--- src/rtl/pclu_pkg.sv ---
package pclu_pkg;

    localparam int PC_W = 21;
    localparam int HIGH_W = 8;
    localparam int UPPER_W = 5;
    localparam int LOW_W = 8;
    localparam int HIGH_LSB = 8;
    localparam int UPPER_LSB = 16;

    localparam logic [PC_W-1:0] PC_RESET = 21'h000000;
    localparam logic [PC_W-1:0] PC_STEP = 21'h000002;
    localparam logic [HIGH_W-1:0] HIGH_LATCH_RESET = 8'h00;
    localparam logic [UPPER_W-1:0] UPPER_LATCH_RESET = 5'h00;

    localparam int ADDR_W = 8;
    localparam logic [ADDR_W-1:0] OFF_LOW = 8'h00;
    localparam logic [ADDR_W-1:0] OFF_HIGH_LATCH = 8'h04;
    localparam logic [ADDR_W-1:0] OFF_UPPER_LATCH = 8'h08;
    localparam logic [ADDR_W-1:0] OFF_CONTROL = 8'h0C;
    localparam logic [ADDR_W-1:0] OFF_STATUS = 8'h10;

    localparam int CTRL_STEP_EN_BIT = 0;
    localparam logic CTRL_STEP_EN_RESET = 1'b1;
    localparam int STAT_SRC_LSB = 24;

    typedef enum logic [1:0] {
        SRC_RESET,
        SRC_STEP,
        SRC_BRANCH,
        SRC_LOW_WRITE
    } pclu_src_type;

    typedef enum logic [1:0] {
        BUS_IDLE,
        BUS_WRITE,
        BUS_READ_WAIT,
        BUS_READ_DONE
    } pclu_bus_state_type;

endpackage

--- src/rtl/pclu_top.sv ---
// Added by the designer: the address map and the AHB-Lite register port.
module pclu_top (
    input wire logic hclk,
    input wire logic hresetn,
    input wire logic hsel,
    input wire logic [31:0] haddr,
    input wire logic [1:0] htrans,
    input wire logic hwrite,
    input wire logic [2:0] hsize,
    input wire logic [31:0] hwdata,
    input wire logic hready,
    output logic hreadyout,
    output logic [31:0] hrdata,
    output logic hresp,
    input wire logic core_step,
    input wire logic core_branch,
    input wire logic [pclu_pkg::PC_W-1:0] core_branch_target,
    input wire logic core_low_wr,
    input wire logic [pclu_pkg::LOW_W-1:0] core_low_wdata,
    input wire logic core_low_rd,
    output logic [pclu_pkg::LOW_W-1:0] core_low_rdata,
    output logic [pclu_pkg::PC_W-1:0] fetch_address
);

    logic wr_pulse;
    logic rd_pulse;
    logic [pclu_pkg::ADDR_W-1:0] reg_addr;
    logic [31:0] reg_rdata;
    logic [pclu_pkg::HIGH_W-1:0] high_latch;
    logic [pclu_pkg::UPPER_W-1:0] upper_latch;

    logic sw_low_wr;
    logic sw_low_rd;
    logic sw_high_wr;
    logic sw_upper_wr;
    logic sw_ctrl_wr;
    logic low_wr_any;
    logic [pclu_pkg::LOW_W-1:0] low_wdata;

    logic [pclu_pkg::PC_W-1:0] pc_q;
    logic [pclu_pkg::PC_W-1:0] pc_d;
    pclu_pkg::pclu_src_type src_q;
    pclu_pkg::pclu_src_type src_d;
    logic step_en_q;
    logic step_en_d;
    logic [pclu_pkg::LOW_W-1:0] low_rdata_q;
    logic [pclu_pkg::LOW_W-1:0] low_rdata_d;

    pclu_ahb_slave u_bus (
        .hclk(hclk),
        .hresetn(hresetn),
        .hsel(hsel),
        .haddr(haddr),
        .htrans(htrans),
        .hwrite(hwrite),
        .hsize(hsize),
        .hready(hready),
        .reg_rdata(reg_rdata),
        .hreadyout(hreadyout),
        .hrdata(hrdata),
        .hresp(hresp),
        .wr_pulse(wr_pulse),
        .rd_pulse(rd_pulse),
        .reg_addr(reg_addr)
    );

    // Register decode
    always_comb begin
        sw_low_wr = wr_pulse && (reg_addr == pclu_pkg::OFF_LOW);
        sw_low_rd = rd_pulse && (reg_addr == pclu_pkg::OFF_LOW);
        sw_high_wr = wr_pulse && (reg_addr == pclu_pkg::OFF_HIGH_LATCH);
        sw_upper_wr = wr_pulse && (reg_addr == pclu_pkg::OFF_UPPER_LATCH);
        sw_ctrl_wr = wr_pulse && (reg_addr == pclu_pkg::OFF_CONTROL);
        low_wr_any = core_low_wr || sw_low_wr;
        low_wdata = core_low_wr ? core_low_wdata : hwdata[pclu_pkg::LOW_W-1:0];
    end

    // Read mux; counter high and upper bytes have no register of their own
    always_comb begin
        reg_rdata = 32'h00000000;
        unique case (reg_addr)
            pclu_pkg::OFF_LOW: begin
                reg_rdata[pclu_pkg::LOW_W-1:0] = pc_q[pclu_pkg::LOW_W-1:0];
            end
            pclu_pkg::OFF_HIGH_LATCH: begin
                reg_rdata[pclu_pkg::HIGH_W-1:0] = high_latch;
            end
            pclu_pkg::OFF_UPPER_LATCH: begin
                reg_rdata[pclu_pkg::UPPER_W-1:0] = upper_latch;
            end
            pclu_pkg::OFF_CONTROL: begin
                reg_rdata[pclu_pkg::CTRL_STEP_EN_BIT] = step_en_q;
            end
            pclu_pkg::OFF_STATUS: begin
                reg_rdata[pclu_pkg::PC_W-1:0] = pc_q;
                reg_rdata[pclu_pkg::STAT_SRC_LSB +: 2] = src_q;
            end
            default: begin
                reg_rdata = 32'h00000000;
            end
        endcase
    end

    pclu_latches u_latches (
        .hclk(hclk),
        .hresetn(hresetn),
        .copy_en(core_low_rd || sw_low_rd),
        .pc_now(pc_q),
        .high_wr(sw_high_wr),
        .upper_wr(sw_upper_wr),
        .wdata(hwdata),
        .high_latch(high_latch),
        .upper_latch(upper_latch)
    );

    // Counter next value: branch, then low-byte write, then sequential step
    always_comb begin
        pc_d = pc_q;
        src_d = src_q;
        if (core_branch) begin
            pc_d = core_branch_target;
            src_d = pclu_pkg::SRC_BRANCH;
        end else if (low_wr_any) begin
            pc_d = {upper_latch, high_latch, low_wdata};
            src_d = pclu_pkg::SRC_LOW_WRITE;
        end else if (core_step && step_en_q) begin
            pc_d = pc_q + pclu_pkg::PC_STEP;
            src_d = pclu_pkg::SRC_STEP;
        end
        pc_d[0] = 1'b0;
    end

    always_comb begin
        step_en_d = step_en_q;
        if (sw_ctrl_wr) begin
            step_en_d = hwdata[pclu_pkg::CTRL_STEP_EN_BIT];
        end
        low_rdata_d = low_rdata_q;
        if (core_low_rd) begin
            low_rdata_d = pc_q[pclu_pkg::LOW_W-1:0];
        end
    end

    always_ff @(posedge hclk or negedge hresetn) begin
        if (!hresetn) begin
            pc_q <= pclu_pkg::PC_RESET;
            src_q <= pclu_pkg::SRC_RESET;
            step_en_q <= pclu_pkg::CTRL_STEP_EN_RESET;
            low_rdata_q <= 8'h00;
        end else begin
            pc_q <= pc_d;
            src_q <= src_d;
            step_en_q <= step_en_d;
            low_rdata_q <= low_rdata_d;
        end
    end

    assign fetch_address = pc_q;
    assign core_low_rdata = low_rdata_q;

endmodule // pclu_top

--- src/rtl/pclu_latches.sv ---
module pclu_latches (
    input wire logic hclk,
    input wire logic hresetn,
    input wire logic copy_en,
    input wire logic [pclu_pkg::PC_W-1:0] pc_now,
    input wire logic high_wr,
    input wire logic upper_wr,
    input wire logic [31:0] wdata,
    output logic [pclu_pkg::HIGH_W-1:0] high_latch,
    output logic [pclu_pkg::UPPER_W-1:0] upper_latch
);

    logic [pclu_pkg::HIGH_W-1:0] high_q;
    logic [pclu_pkg::HIGH_W-1:0] high_d;
    logic [pclu_pkg::UPPER_W-1:0] upper_q;
    logic [pclu_pkg::UPPER_W-1:0] upper_d;

    always_comb begin
        high_d = high_q;
        upper_d = upper_q;
        if (high_wr) begin
            high_d = wdata[pclu_pkg::HIGH_W-1:0];
        end
        if (upper_wr) begin
            upper_d = wdata[pclu_pkg::UPPER_W-1:0];
        end
        if (copy_en) begin
            // Copy of live counter bytes wins over a latch write
            high_d = pc_now[pclu_pkg::HIGH_LSB +: pclu_pkg::HIGH_W];
            upper_d = pc_now[pclu_pkg::UPPER_LSB +: pclu_pkg::UPPER_W];
        end
    end

    always_ff @(posedge hclk or negedge hresetn) begin
        if (!hresetn) begin
            high_q <= pclu_pkg::HIGH_LATCH_RESET;
            upper_q <= pclu_pkg::UPPER_LATCH_RESET;
        end else begin
            high_q <= high_d;
            upper_q <= upper_d;
        end
    end

    assign high_latch = high_q;
    assign upper_latch = upper_q;

endmodule // pclu_latches

--- src/rtl/pclu_ahb_slave.sv ---
module pclu_ahb_slave (
    input wire logic hclk,
    input wire logic hresetn,
    input wire logic hsel,
    input wire logic [31:0] haddr,
    input wire logic [1:0] htrans,
    input wire logic hwrite,
    input wire logic [2:0] hsize,
    input wire logic hready,
    input wire logic [31:0] reg_rdata,
    output logic hreadyout,
    output logic [31:0] hrdata,
    output logic hresp,
    output logic wr_pulse,
    output logic rd_pulse,
    output logic [pclu_pkg::ADDR_W-1:0] reg_addr
);

    pclu_pkg::pclu_bus_state_type state_q;
    pclu_pkg::pclu_bus_state_type state_d;
    logic [pclu_pkg::ADDR_W-1:0] addr_q;
    logic [pclu_pkg::ADDR_W-1:0] addr_d;
    logic [31:0] rdata_q;
    logic [31:0] rdata_d;
    logic ready_q;
    logic ready_d;
    logic accept;

    // Only whole-word single transfers are used; size is not decoded
    always_comb begin
        accept = hsel && hready && htrans[1] && (hsize == hsize);
        state_d = state_q;
        addr_d = addr_q;
        rdata_d = rdata_q;
        wr_pulse = 1'b0;
        rd_pulse = 1'b0;
        unique case (state_q)
            pclu_pkg::BUS_IDLE, pclu_pkg::BUS_READ_DONE, pclu_pkg::BUS_WRITE: begin
                wr_pulse = (state_q == pclu_pkg::BUS_WRITE);
                state_d = pclu_pkg::BUS_IDLE;
                if (accept) begin
                    addr_d = {haddr[pclu_pkg::ADDR_W-1:2], 2'h0};
                    state_d = hwrite ? pclu_pkg::BUS_WRITE : pclu_pkg::BUS_READ_WAIT;
                end
            end
            pclu_pkg::BUS_READ_WAIT: begin
                // One wait state so the read sees every earlier write
                rd_pulse = 1'b1;
                rdata_d = reg_rdata;
                state_d = pclu_pkg::BUS_READ_DONE;
            end
        endcase
        ready_d = (state_d != pclu_pkg::BUS_READ_WAIT);
    end

    always_ff @(posedge hclk or negedge hresetn) begin
        if (!hresetn) begin
            state_q <= pclu_pkg::BUS_IDLE;
            addr_q <= 8'h00;
            rdata_q <= 32'h00000000;
            ready_q <= 1'b1;
        end else begin
            state_q <= state_d;
            addr_q <= addr_d;
            rdata_q <= rdata_d;
            ready_q <= ready_d;
        end
    end

    assign reg_addr = addr_q;
    assign hreadyout = ready_q;
    assign hrdata = rdata_q;
    assign hresp = 1'b0;

endmodule // pclu_ahb_slave

--- config.mk ---
export PLATFORM = sky130hd
export DESIGN_NAME = pclu_top
export DESIGN_NICKNAME = d
export VERILOG_FILES = /design/src/rtl/pclu_pkg.sv /design/src/rtl/pclu_top.sv /design/src/rtl/pclu_latches.sv /design/src/rtl/pclu_ahb_slave.sv
export SDC_FILE = /design/constraint.sdc
export NUM_CORES = 1
export LEC_CHECK = 0
export BUFFER_PORTS_ARGS = -buffer_cell sky130_fd_sc_hd__buf_2
export CAP_MARGIN = 20
export CORE_MARGIN = 1.5
export CORE_UTILIZATION = 50
export CTS_CLUSTER_DIAMETER = 150
export DETAILED_ROUTE_END_ITERATION = 16
export PLACE_DENSITY = 0.84
export SLEW_MARGIN = 20
export SYNTH_ARGS = -nofsm -noshare
export SYNTH_HDL_FRONTEND = slang
export SYNTH_SLANG_ARGS = --single-unit
--- constraint.sdc ---
create_clock -name hclk -period 4.8 [get_ports hclk]
set_input_delay 0.24 -clock hclk [delete_from_list [all_inputs] [get_ports hclk]]
set_output_delay 0.24 -clock hclk [all_outputs]
set_load 0.1 [all_outputs]
==> metrics.txt, run 1 <==
outcome finished clean; CTS root buffer clkbuf_8; Post-synth top flop dfrtp_1; sw power roughly 0.0011 W; Die H 91.6 um; Pint about 0.0013 W; Hold EP u_bus.state_q[1]; Leak Pwr 2.26 nW; placed cell area 4440 sq um; PD cells 500 nW/um^2; R2R Path End fetch_address[17]; DR DRC count 0; First-pass DRT Iterations 7; Area Overhead vs Synth 19.4%; Hold Fails Final Rpt 0; Switching Share 0.454; Max Root-Sink Buffers 2; cts hold-fix bufs 0; first-pass GRT wire length 17500 um; # diodes 0; # rows 32; Clock Latency Late Sink 0.36 ns; CTS Sinks 75; critical setup path kind register to register; Max FO, Critical Path 8; setup violators final 0; Finished Layout Cells 580; commonest cells after routing, fill and taps aside buf_2 (101), dfrtp_1 (73), nor2_1 (35); combinational share of power 0.378; vias in the first global route roughly 3300; grt ovf 0; CTS tree yes; Max Clock Freq 399 MHz; CP peak stage delay ~0.7 ns; most frequent CP cell nand3_1; Final period util 0.522; Fin Clk Skew about 0.0085 ns; Slew headroom 0.288; RSZ-0062 raised after global routing no; RR Startpoint fetch_address[1]; Hold Crit Start hwrite; 1st-iter DRT viols 266; core area between 7000 and 8000 sq um; Netlist cell types 55; worst endpoint required time ~5.0 ns; Initial Util 0.513; final hold slack between 0.08 and 0.09 ns; H-tree depth 3; Startpoint Class register; Die Wd 91.6 um; Hold Path Class input port to register; port buffer count 101; crit path buf inv count 0; Total GRT Usage 0.275; Max Cap Viol 0; Syn Area/Cell roughly 10 sq um; CTS resizes 0; Post-Route WL 10900 um; via/cell ratio 5.96; CP endpoint kind register; initial antenna violation count 0; Setup TNS 0 ns; clock transition at the registers of the reported paths 0.08 ns; cell count after synthesis 382; Routed Antenna Nets 0; Ports between 150 and 200; via count 3457; Post-synth EDFFs 0; post-synthesis sequential area ratio 0.479; GPL Wtd Cong 0.891; Post-Syn Area 3920 sq um; Async SR Flop Fraction 1.00; CP top delay family simple AND/OR/NAND/NOR gates; CP Data Arrival Time approximately 2.7 ns; clock share of power 0.248; commonest non-fill, non-tap cell in the layout buf_2; FF+latch count, synth 75; fin crit period 2.51 ns; nets@finish slightly below 600; IR drop worst, VDD 0.339 mV; reg-to-reg slack, setup around 2.3 ns; Tightest Pin Transition 1.07 ns; CTS buffer count 9; total power 0.00234 W; fin. max-slew vios 0; sequential share of power 0.374; slowest CP cell nor4_1; share of layout cells above drive strength 1 0.301; Worst Reg-to-Reg Cells 6; WL/cell 18.8 um; YS warnings 0; fin area between 4000 and 5000 sq um; Die ar. 8390 sq um; Hold Path Stages 2; Setup Buffers After CTS 0; crit-path cells ha_1 > nand3_1 > nor4_1 > nand3_1 > xnor2_1 > a221o_1; largest net degree at the start of global routing 76; hpwl dp 7780 um; placed insts 564
==> metrics by stage <==
step / worst slack [ns] / util
global placement: 2.34 / 0.581
finish: 2.29 / 0.613
floorplan: 2.13 / -
global route: 2.04 / 0.613
detailed placement: 2.35 / 0.581
CTS: 2.32 / 0.611
==> flip-flops by register name (all words and copies together) (netlist names) <==
| signal | flops |
|---|---|
| core_low_rdata | 7 |
| fetch_address | 20 |
| src_q | 2 |
| step_en_q | 1 |
| u_bus.hrdata | 23 |
| u_bus.hreadyout | 1 |
| u_bus.reg_addr | 6 |
| u_bus.state_q | 2 |
| u_latches.high_latch | 8 |
| u_latches.upper_latch | 5 |
==> kinds of logic after synthesis <==
family                     count (synthesis)  synth area share
and+or+nand+nor                          121             0.170
muxes                                     31            0.0836
DFF                                       75             0.479
buffers and inverters                     40            0.0517
AOI/OAI and AO/OA                         98             0.177
adders and majority gates                  2           0.00574
other                                      1          0.000956
xor gates and xnor gates                  14            0.0313
==> power by group through the flow <==
stage / Clock, W / Combinational (W) / Sequential (W)
after floorplan: 0 / 0.000338 / 0.00124
after global placement: 0 / 0.000867 / 0.000878
after detailed placement: 0 / 0.000879 / 0.000885
after CTS: 0.000589 / 0.000881 / 0.000873
after global routing: 0.000617 / 0.000929 / 0.000892
final: 0.000581 / 0.000884 / 0.000876
==> how the worst max path moves through the flow <==
| stage | start | endpoint | slack [ns] | depth (start not counted) |
|---|---|---|---|---|
| CTS | fetch_address[1] | fetch_address[17] | 2.32 | 6 |
| floorplan | fetch_address[1] | fetch_address[17] | 2.13 | 6 |
| detailed placement | fetch_address[1] | fetch_address[17] | 2.35 | 6 |
| finish | fetch_address[1] | fetch_address[17] | 2.29 | 6 |
| global route | fetch_address[1] | fetch_address[17] | 2.04 | 6 |
| global placement | fetch_address[1] | fetch_address[17] | 2.34 | 6 |
==> synth_stat cells, drive strengths merged, types with 4 or more instances <==
| library cell | instances | share of area |
|---|---|---|
| clkbuf | 17 | 0.016 |
| nor4 | 5 | 0.0096 |
| dfrtp | 73 | 0.47 |
| buf | 18 | 0.031 |
| nor2 | 35 | 0.033 |
| a21oi | 25 | 0.032 |
| o21ai | 16 | 0.020 |
| a221o | 6 | 0.015 |
| mux2i | 17 | 0.043 |
| a22o | 17 | 0.038 |
| nand4 | 8 | 0.013 |
| mux2 | 14 | 0.040 |
| a222oi | 4 | 0.010 |
| xnor2 | 10 | 0.022 |
| nor3b | 8 | 0.021 |
| and3 | 4 | 0.0064 |
| nand3 | 8 | 0.010 |
| inv | 5 | 0.0048 |
| nand2 | 35 | 0.037 |
| xor2 | 4 | 0.0089 |
==> layer usage <==
metal  track usage  part of all wire  wire [um]  up-vias
met5             0                 0          0        -
met4         0.108             0.020        218        0
met3        0.0611             0.075        821       19
met2         0.436              0.49       5320      161
met1         0.366              0.42       4570     1707
li1              -                 -          -     1570
==> area by class of cell <==
type / count / area (sq um)
Fill cell: 670 / 2960
Multi-Input combinational cell: 278 / 1900
Sequential cell: 75 / 1880
Timing Repair Buffer: 104 / 528
Clock buffer: 12 / 135
Tap cell: 102 / 128
Clock inverter: 4 / 98.8
Inverter: 5 / 18.8
==> worst register-to-register path, delay by kind of cell (launching register included) <==
family | cells | cell delay [ns]
AO/OA/AOI/OAI | 1 | 0.31
XOR/XNOR | 1 | 0.16
adder cells (fa/ha/maj) | 1 | 0.25
flip-flops | 1 | 0.56
AND/OR/NAND/NOR | 3 | 1.12
Note: power is estimated with default switching activity, not from simulation.
==> run 2: changes to the inputs <==
- ABC_AREA: default -> 1
- CORE_UTILIZATION: 50 -> 49
- PLACE_DENSITY: 0.84 -> 0.8
- clock period: 4.8 -> 2.5 ns (I/O delays scaled with it)
==> run 2 against run 1 <==
- global-route usage fell by 1.2 points
- first-iteration DRC count rose by 26%
- worst hold slack got worse by 0.066 ns
- critical path type unchanged
==> metrics.txt, run 2 <==
register area 1880 sq um (unchanged); CTS root buffer clkbuf_8; Area Overhead vs Synth 18.1%; vias in the first global route 3979 (+19%); share of layout cells above drive strength 1 0.232 (-0.0692); slowest CP cell dfrtp_1; PD cells 1020 nW/um^2 (+100%); placed cell area 4890 sq um (+10%); fin. max-slew vios 0 (unchanged); Ports 170 (unchanged); CTS buffer count 9 (unchanged); Hold Crit Start hwdata[0]; Max Clock Freq 537 MHz (+35%); nets@finish 801 (+38%); CTS tree yes; First-pass DRT Iterations 5 (-2); commonest non-fill, non-tap cell in the layout nand2_1; Post-synth top flop dfrtp_1; Tightest Pin Transition 0.880 ns (-0.188 ns); combinational share of power 0.503 (+0.125); Hold Path Stages 3 (+1); grt ovf 0 (unchanged); Commonest cells post-synth nand2_1 (203), dfrtp_1 (73), inv_1 (62); Async SR Flop Fraction 1.00 (unchanged); initial antenna violation count 0 (unchanged); CP endpoint kind register; first-pass GRT wire length 19900 um (+14%); Routed Antenna Nets 0 (unchanged); critical setup path kind register to register; Finished Layout Cells 806 (+39%); CP peak stage delay 0.40 ns (-0.29 ns); most numerous cell in the Yosys netlist nand2_1; RSZ-0062 raised after global routing no; Yosys top cell by area dfrtp_1; Post-Syn Area 4370 sq um (+11%); Netlist cell types 38 (-31%); Hold Fails Final Rpt 0 (unchanged); GPL Wtd Cong 0.940 (+5.5%); Die Wd 97.5 um (+6.4%); Pint 0.00234 W (+83%); port buffer count 101 (unchanged); clock transition at the registers of the reported paths 0.09 ns (about the same); sw power 0.00294 W (+180%); Setup Buffers After CTS 0 (unchanged); Max FO, Critical Path 28 (+20); fin crit period 1.86 ns (-0.646 ns); Max Root-Sink Buffers 2 (unchanged); cell count after synthesis 590 (+54%); fillers 848 (+27%); CP Data Arrival Time 2.15 ns (-0.59 ns); clock share of power 0.164 (-0.084); Die ar. 9500 sq um (+13%); total power 0.00528 W (+130%); Post-Route WL 12100 um (+10%); Clock Latency Late Sink 0.36 ns (about the same); CTS Sinks 75 (unchanged); DR DRC count 0 (unchanged); top cell type's share of synthesized area 0.418 (-0.0479); PnR worst setup slack 0.639 ns (-1.65 ns); Hold EP step_en_q; hpwl dp 8870 um (+14%); Max Cap Viol 0 (unchanged); Post-synth EDFFs 0 (unchanged); Post-Place Setup Slack 0.682 ns (-1.67 ns); placed insts 781 (+38%); Startpoint Class register; sequential share of power 0.333 (-0.041); post-synthesis sequential area ratio 0.430 (-0.0492); RR Startpoint u_bus.state_q[0]; outcome finished clean; reg-to-reg slack, setup 0.64 ns (-1.65 ns); Setup TNS 0 ns (unchanged); Slew headroom 0.413 (+0.125); fin area 5160 sq um (+10%); top cells by area, synth dfrtp_1 (42%), nand2_1 (17%), inv_1 (5.3%); Switching Share 0.557 (+0.103); # rows 34 (+6.3%); 1st-iter DRT viols 334 (+26%); commonest cells after routing, fill and taps aside nand2_1 (203), buf_2 (101), dfrtp_1 (73); Initial Util 0.504 (-0.00918); cts hold-fix bufs 9 (+9); crit-path cells nand2_1 > inv_1 > nand2_2 > nand4_4 > inv_2 > nand2_1 > nand2_1; worst endpoint required time 2.79 ns (-2.25 ns); max reg flops 23 (unchanged); multi-input logic area 2080 sq um (+9.7%); via/cell ratio 5.32 (-11%); most frequent CP cell nand2_1; Worst Reg-to-Reg Cells 7 (+1); # diodes 0 (unchanged); Die H 97.5 um (+6.4%); CTS resizes 0 (unchanged); via count 4287 (+24%); core area 8680 sq um (+13%); YS warnings 0 (unchanged); Leak Pwr 2.73 nW (+21%); Fin Clk Skew 0.0129 ns (+0.00445 ns); Total GRT Usage 0.263 (-0.0117); R2R Path End fetch_address[12]; WL/cell 15.0 um (-21%); Final period util 0.744 (+0.222); setup violators final 0 (unchanged); H-tree depth 3 (unchanged); Syn Area/Cell 7.41 sq um (-28%); FF+latch count, synth 75 (unchanged); largest net degree at the start of global routing 43 (-43%); Hold Path Class input port to register; IR drop worst, VDD 0.520 mV (+53%)
-- run 2: cell types whose count changed after synthesis, sizes merged, moves of 10 or more --
cell | before | now
nor2 | 35 | 53
a22o | 17 | 0
mux2i | 17 | 0
o31ai | 3 | 13
xnor2 | 10 | 0
o21ai | 16 | 44
nand2 | 35 | 206
mux2 | 14 | 0
inv | 5 | 68
nand3 | 8 | 40
a21oi | 25 | 10
-- run 2: how the worst max path moves through the flow --
stage | from | end | slack [ns]
after detailed placement | u_bus.state_q[0] | fetch_address[12] | 0.68
final | u_bus.state_q[0] | fetch_address[12] | 0.64
after floorplan | fetch_address[2] | fetch_address[13] | 0.32
after global placement | core_branch | fetch_address[9] | 0.71
after CTS | u_bus.state_q[0] | fetch_address[12] | 0.66
after global routing | fetch_address[2] | fetch_address[13] | 0.42
-- run 2: routing by layer --
layer / vias to the layer above / global-route usage / wire (um)
met3: 27 / 0.0482 / 981
met4: 0 / 0.0813 / 282
met1: 1975 / 0.374 / 5320
li1: 2067 / - / -
met5: - / 0 / 0
met2: 218 / 0.411 / 5470
-- run 2: final cells by class --
| class | count | area share |
|---|---|---|
| flip-flops and latches | 75 | 0.364 |
| well taps | 108 | 0.0262 |
| repair buffers | 113 | 0.122 |
| multi-input cells | 425 | 0.403 |
| clock buffers | 10 | 0.0247 |
| clock inverters | 6 | 0.00945 |
| inverters | 69 | 0.0502 |
-- run 2: power groups by stage --
stage	sequential, W	combinational, W	clock (W)
final	0.00176	0.00266	0.000867
after global routing	0.00180	0.00281	0.000934
after CTS	0.00176	0.00265	0.000880
after detailed placement	0.00178	0.00264	0
after global placement	0.00177	0.00261	0
after floorplan	0.00302	0.000872	0
-- run 2: cells by family (layout without fill, tap and decap cells) --
kind of cell / count (synthesis) / in the layout / share of synthesized area
other: 1 / 12 / 0.000858
and+or+nand+nor: 312 / 312 / 0.308
AOI/OAI and AO/OA: 90 / 90 / 0.135
buffers and inverters: 101 / 198 / 0.104
adders and majority gates: 1 / 1 / 0.00286
DFF: 75 / 75 / 0.430
xor gates and xnor gates: 10 / 10 / 0.0200
-- run 2: worst max-delay path: cells and delay by family (launching register included) --
kind          cells  cell delay, ns
simple gates      5            0.91
flops             1            0.40
buf+inv           2            0.47
-- run 2: metrics by stage --
stage                     hold WS, ns  utilization
final                          0.0231        0.595
after detailed placement        0.255        0.564
after global routing           0.0419        0.595
after CTS                     0.00157        0.595
after global placement          0.234        0.564
after floorplan                -0.171            -
==> run 3: changes to the inputs <==
- clock period: 2.5 -> 1.73 ns (I/O delays scaled with it)
==> run 3 against run 2 <==
- largest cell class unchanged
- core utilization rose by 2.2 points
- largest power group unchanged
- first-iteration DRC count fell by 17%
- sequential share of layout area down 0.74 points
- critical endpoint is now fetch_address[15]
- register-to-register slack worse by 0.53 ns
- sequential power is 45% higher
==> metrics.txt, run 3 (same netlist as run 2, synthesis figures left out) <==
outcome finished clean; WL/cell 15.6 um (+4.4%); core area 8680 sq um (unchanged); Post-Route WL 12800 um (+6.4%); Post-Place Setup Slack 0.125 ns (-0.557 ns); Finished Layout Cells 821 (+1.9%); Die H 97.5 um (unchanged); placed insts 795 (+1.8%); PnR worst setup slack 0.111 ns (-0.528 ns); Routed Antenna Nets 0 (unchanged); fillers 807 (-4.8%); largest net degree at the start of global routing 45 (+4.7%); routing usage on met3 0.0453 (-0.00288); DR DRC count 0 (unchanged); setup violators final 0 (unchanged); busiest layer in global routing met2; Final period util 0.936 (+0.191); initial antenna violation count 0 (unchanged); CP endpoint kind register; max reg flops 23 (unchanged); CP Data Arrival Time 1.87 ns (-0.28 ns); hpwl dp 9710 um (+9.4%); port buffer count 101 (unchanged); # diodes 0 (unchanged); fin area 5350 sq um (+3.7%); PD cells 1450 nW/um^2 (+42%); Die Wd 97.5 um (unchanged); RSZ-0062 raised after global routing yes; Max FO, Critical Path 16 (-43%); grt ovf 0 (unchanged); IR drop worst, VDD 1.02 mV (+96%); Max Root-Sink Buffers 2 (unchanged); Ports 170 (unchanged); CTS tree yes; commonest non-fill, non-tap cell in the layout nand2_1; CTS Sinks 75 (unchanged); 1st-iter DRT viols 277 (-17%); H-tree depth 3 (unchanged); Max Cap Viol 0 (unchanged); Max Clock Freq 618 MHz (+15%); Die ar. 9500 sq um (unchanged); clock transition at the registers of the reported paths 0.09 ns (about the same); CTS root buffer clkbuf_8; via count 4321 (+0.79%); GPL Wtd Cong 0.890 (-5.3%); Initial Util 0.504 (unchanged); Hold Path Class input port to register; Startpoint Class register; CTS buffer count 9 (unchanged); M1 GR Usage 0.360 (-0.0134); Area Overhead vs Synth 22.4%; Leak Pwr 2.80 nW (+2.5%); vias in the first global route 4137 (+4.0%); # rows 34 (unchanged); Hold Fails Final Rpt 0 (unchanged); First-pass DRT Iterations 5 (unchanged); final hold slack 0.0104 ns (-0.0126 ns); placed cell area 5050 sq um (+3.3%); first-pass GRT wire length 20800 um (+4.3%); Total GRT Usage 0.277 (+0.0142); fin. max-slew vios 0 (unchanged); share of layout cells above drive strength 1 0.279 (+0.0470); worst endpoint required time 1.99 ns (-0.80 ns); Fin Clk Skew 0.0143 ns (+0.00136 ns); nets@finish 816 (+1.9%); fin crit period 1.62 ns (-0.242 ns); critical setup path kind register to register; grt met2 use 0.465 (+0.0545); Clock Latency Late Sink 0.37 ns (about the same); via/cell ratio 5.26 (-1.0%); commonest cells after routing, fill and taps aside nand2_1 (202), buf_2 (101), inv_1 (61)
-- run 3: cell type report --
type                       instances  area (sq um)  area share
multi-input combinational        425          2100       0.392
inverter                          69           259      0.0484
clock inverter                     5          36.3     0.00678
timing repair buffer             128           771       0.144
sequential                        75          1910       0.357
tap                              108           135      0.0252
clock buffer                      11           141      0.0264
-- run 3: path summary, 6_finish.rpt --
kind	from	cells past startpoint	end	slack (ns)
worst max-delay path	u_bus.reg_addr[7]	9	fetch_address[15]	0.11
worst min-delay path	hwdata[7]	3	u_latches.high_latch[7]	0.01
worst max register to register	u_bus.reg_addr[7]	9	fetch_address[15]	0.11
worst min register to register	core_low_rdata[7]	2	core_low_rdata[7]	0.47
max in group asynchronous	hresetn	3	u_bus.hreadyout	0.94
min in group asynchronous	hresetn	2	fetch_address[17]	0.17
-- run 3: what timing repair did --
item / CTS / global route
endpoints found under the hold margin: 31 / 0
setup buffers: 0 / 0
hold buffers: 10 / 0
resized for setup: 0 / 6
endpoints found under the setup margin: 0 / 8
-- run 3: power breakdown --
part | internal (W) | switching, W | leakage (nW)
Combinational | 0.000765 | 0.00319 | 1.79
Sequential | 0.00218 | 0.000372 | 0.912
Clock | 0.000568 | 0.000697 | 0.0941
-- run 3: critical path, cell delays in order (launching register included) --
cell and delay (ns):
dfrtp_1 0.41, nor2_4 0.17, nand3_2 0.12, nor2_4 0.13, nand2_2 0.13, nand4_4 0.19
buf_12 0.18, nand2_1 0.06, inv_1 0.07, a21oi_2 0.05
-- run 3: layer usage --
| layer | up-vias | wire, um |
|---|---|---|
| met2 | 159 | 6160 |
| met1 | 2035 | 5540 |
| met4 | 0 | 481 |
| met3 | 41 | 638 |
| li1 | 2086 | - |
| met5 | - | 0 |
-- run 3: through the flow --
step	utilization	TNS, ns	total power (W)
after floorplan	-	0	0.00565
after global placement	0.582	0	0.00643
after detailed placement	0.582	0	0.00650
after CTS	0.614	0	0.00777
after global routing	0.617	-0.0140	0.00815
final	0.617	0	0.00778
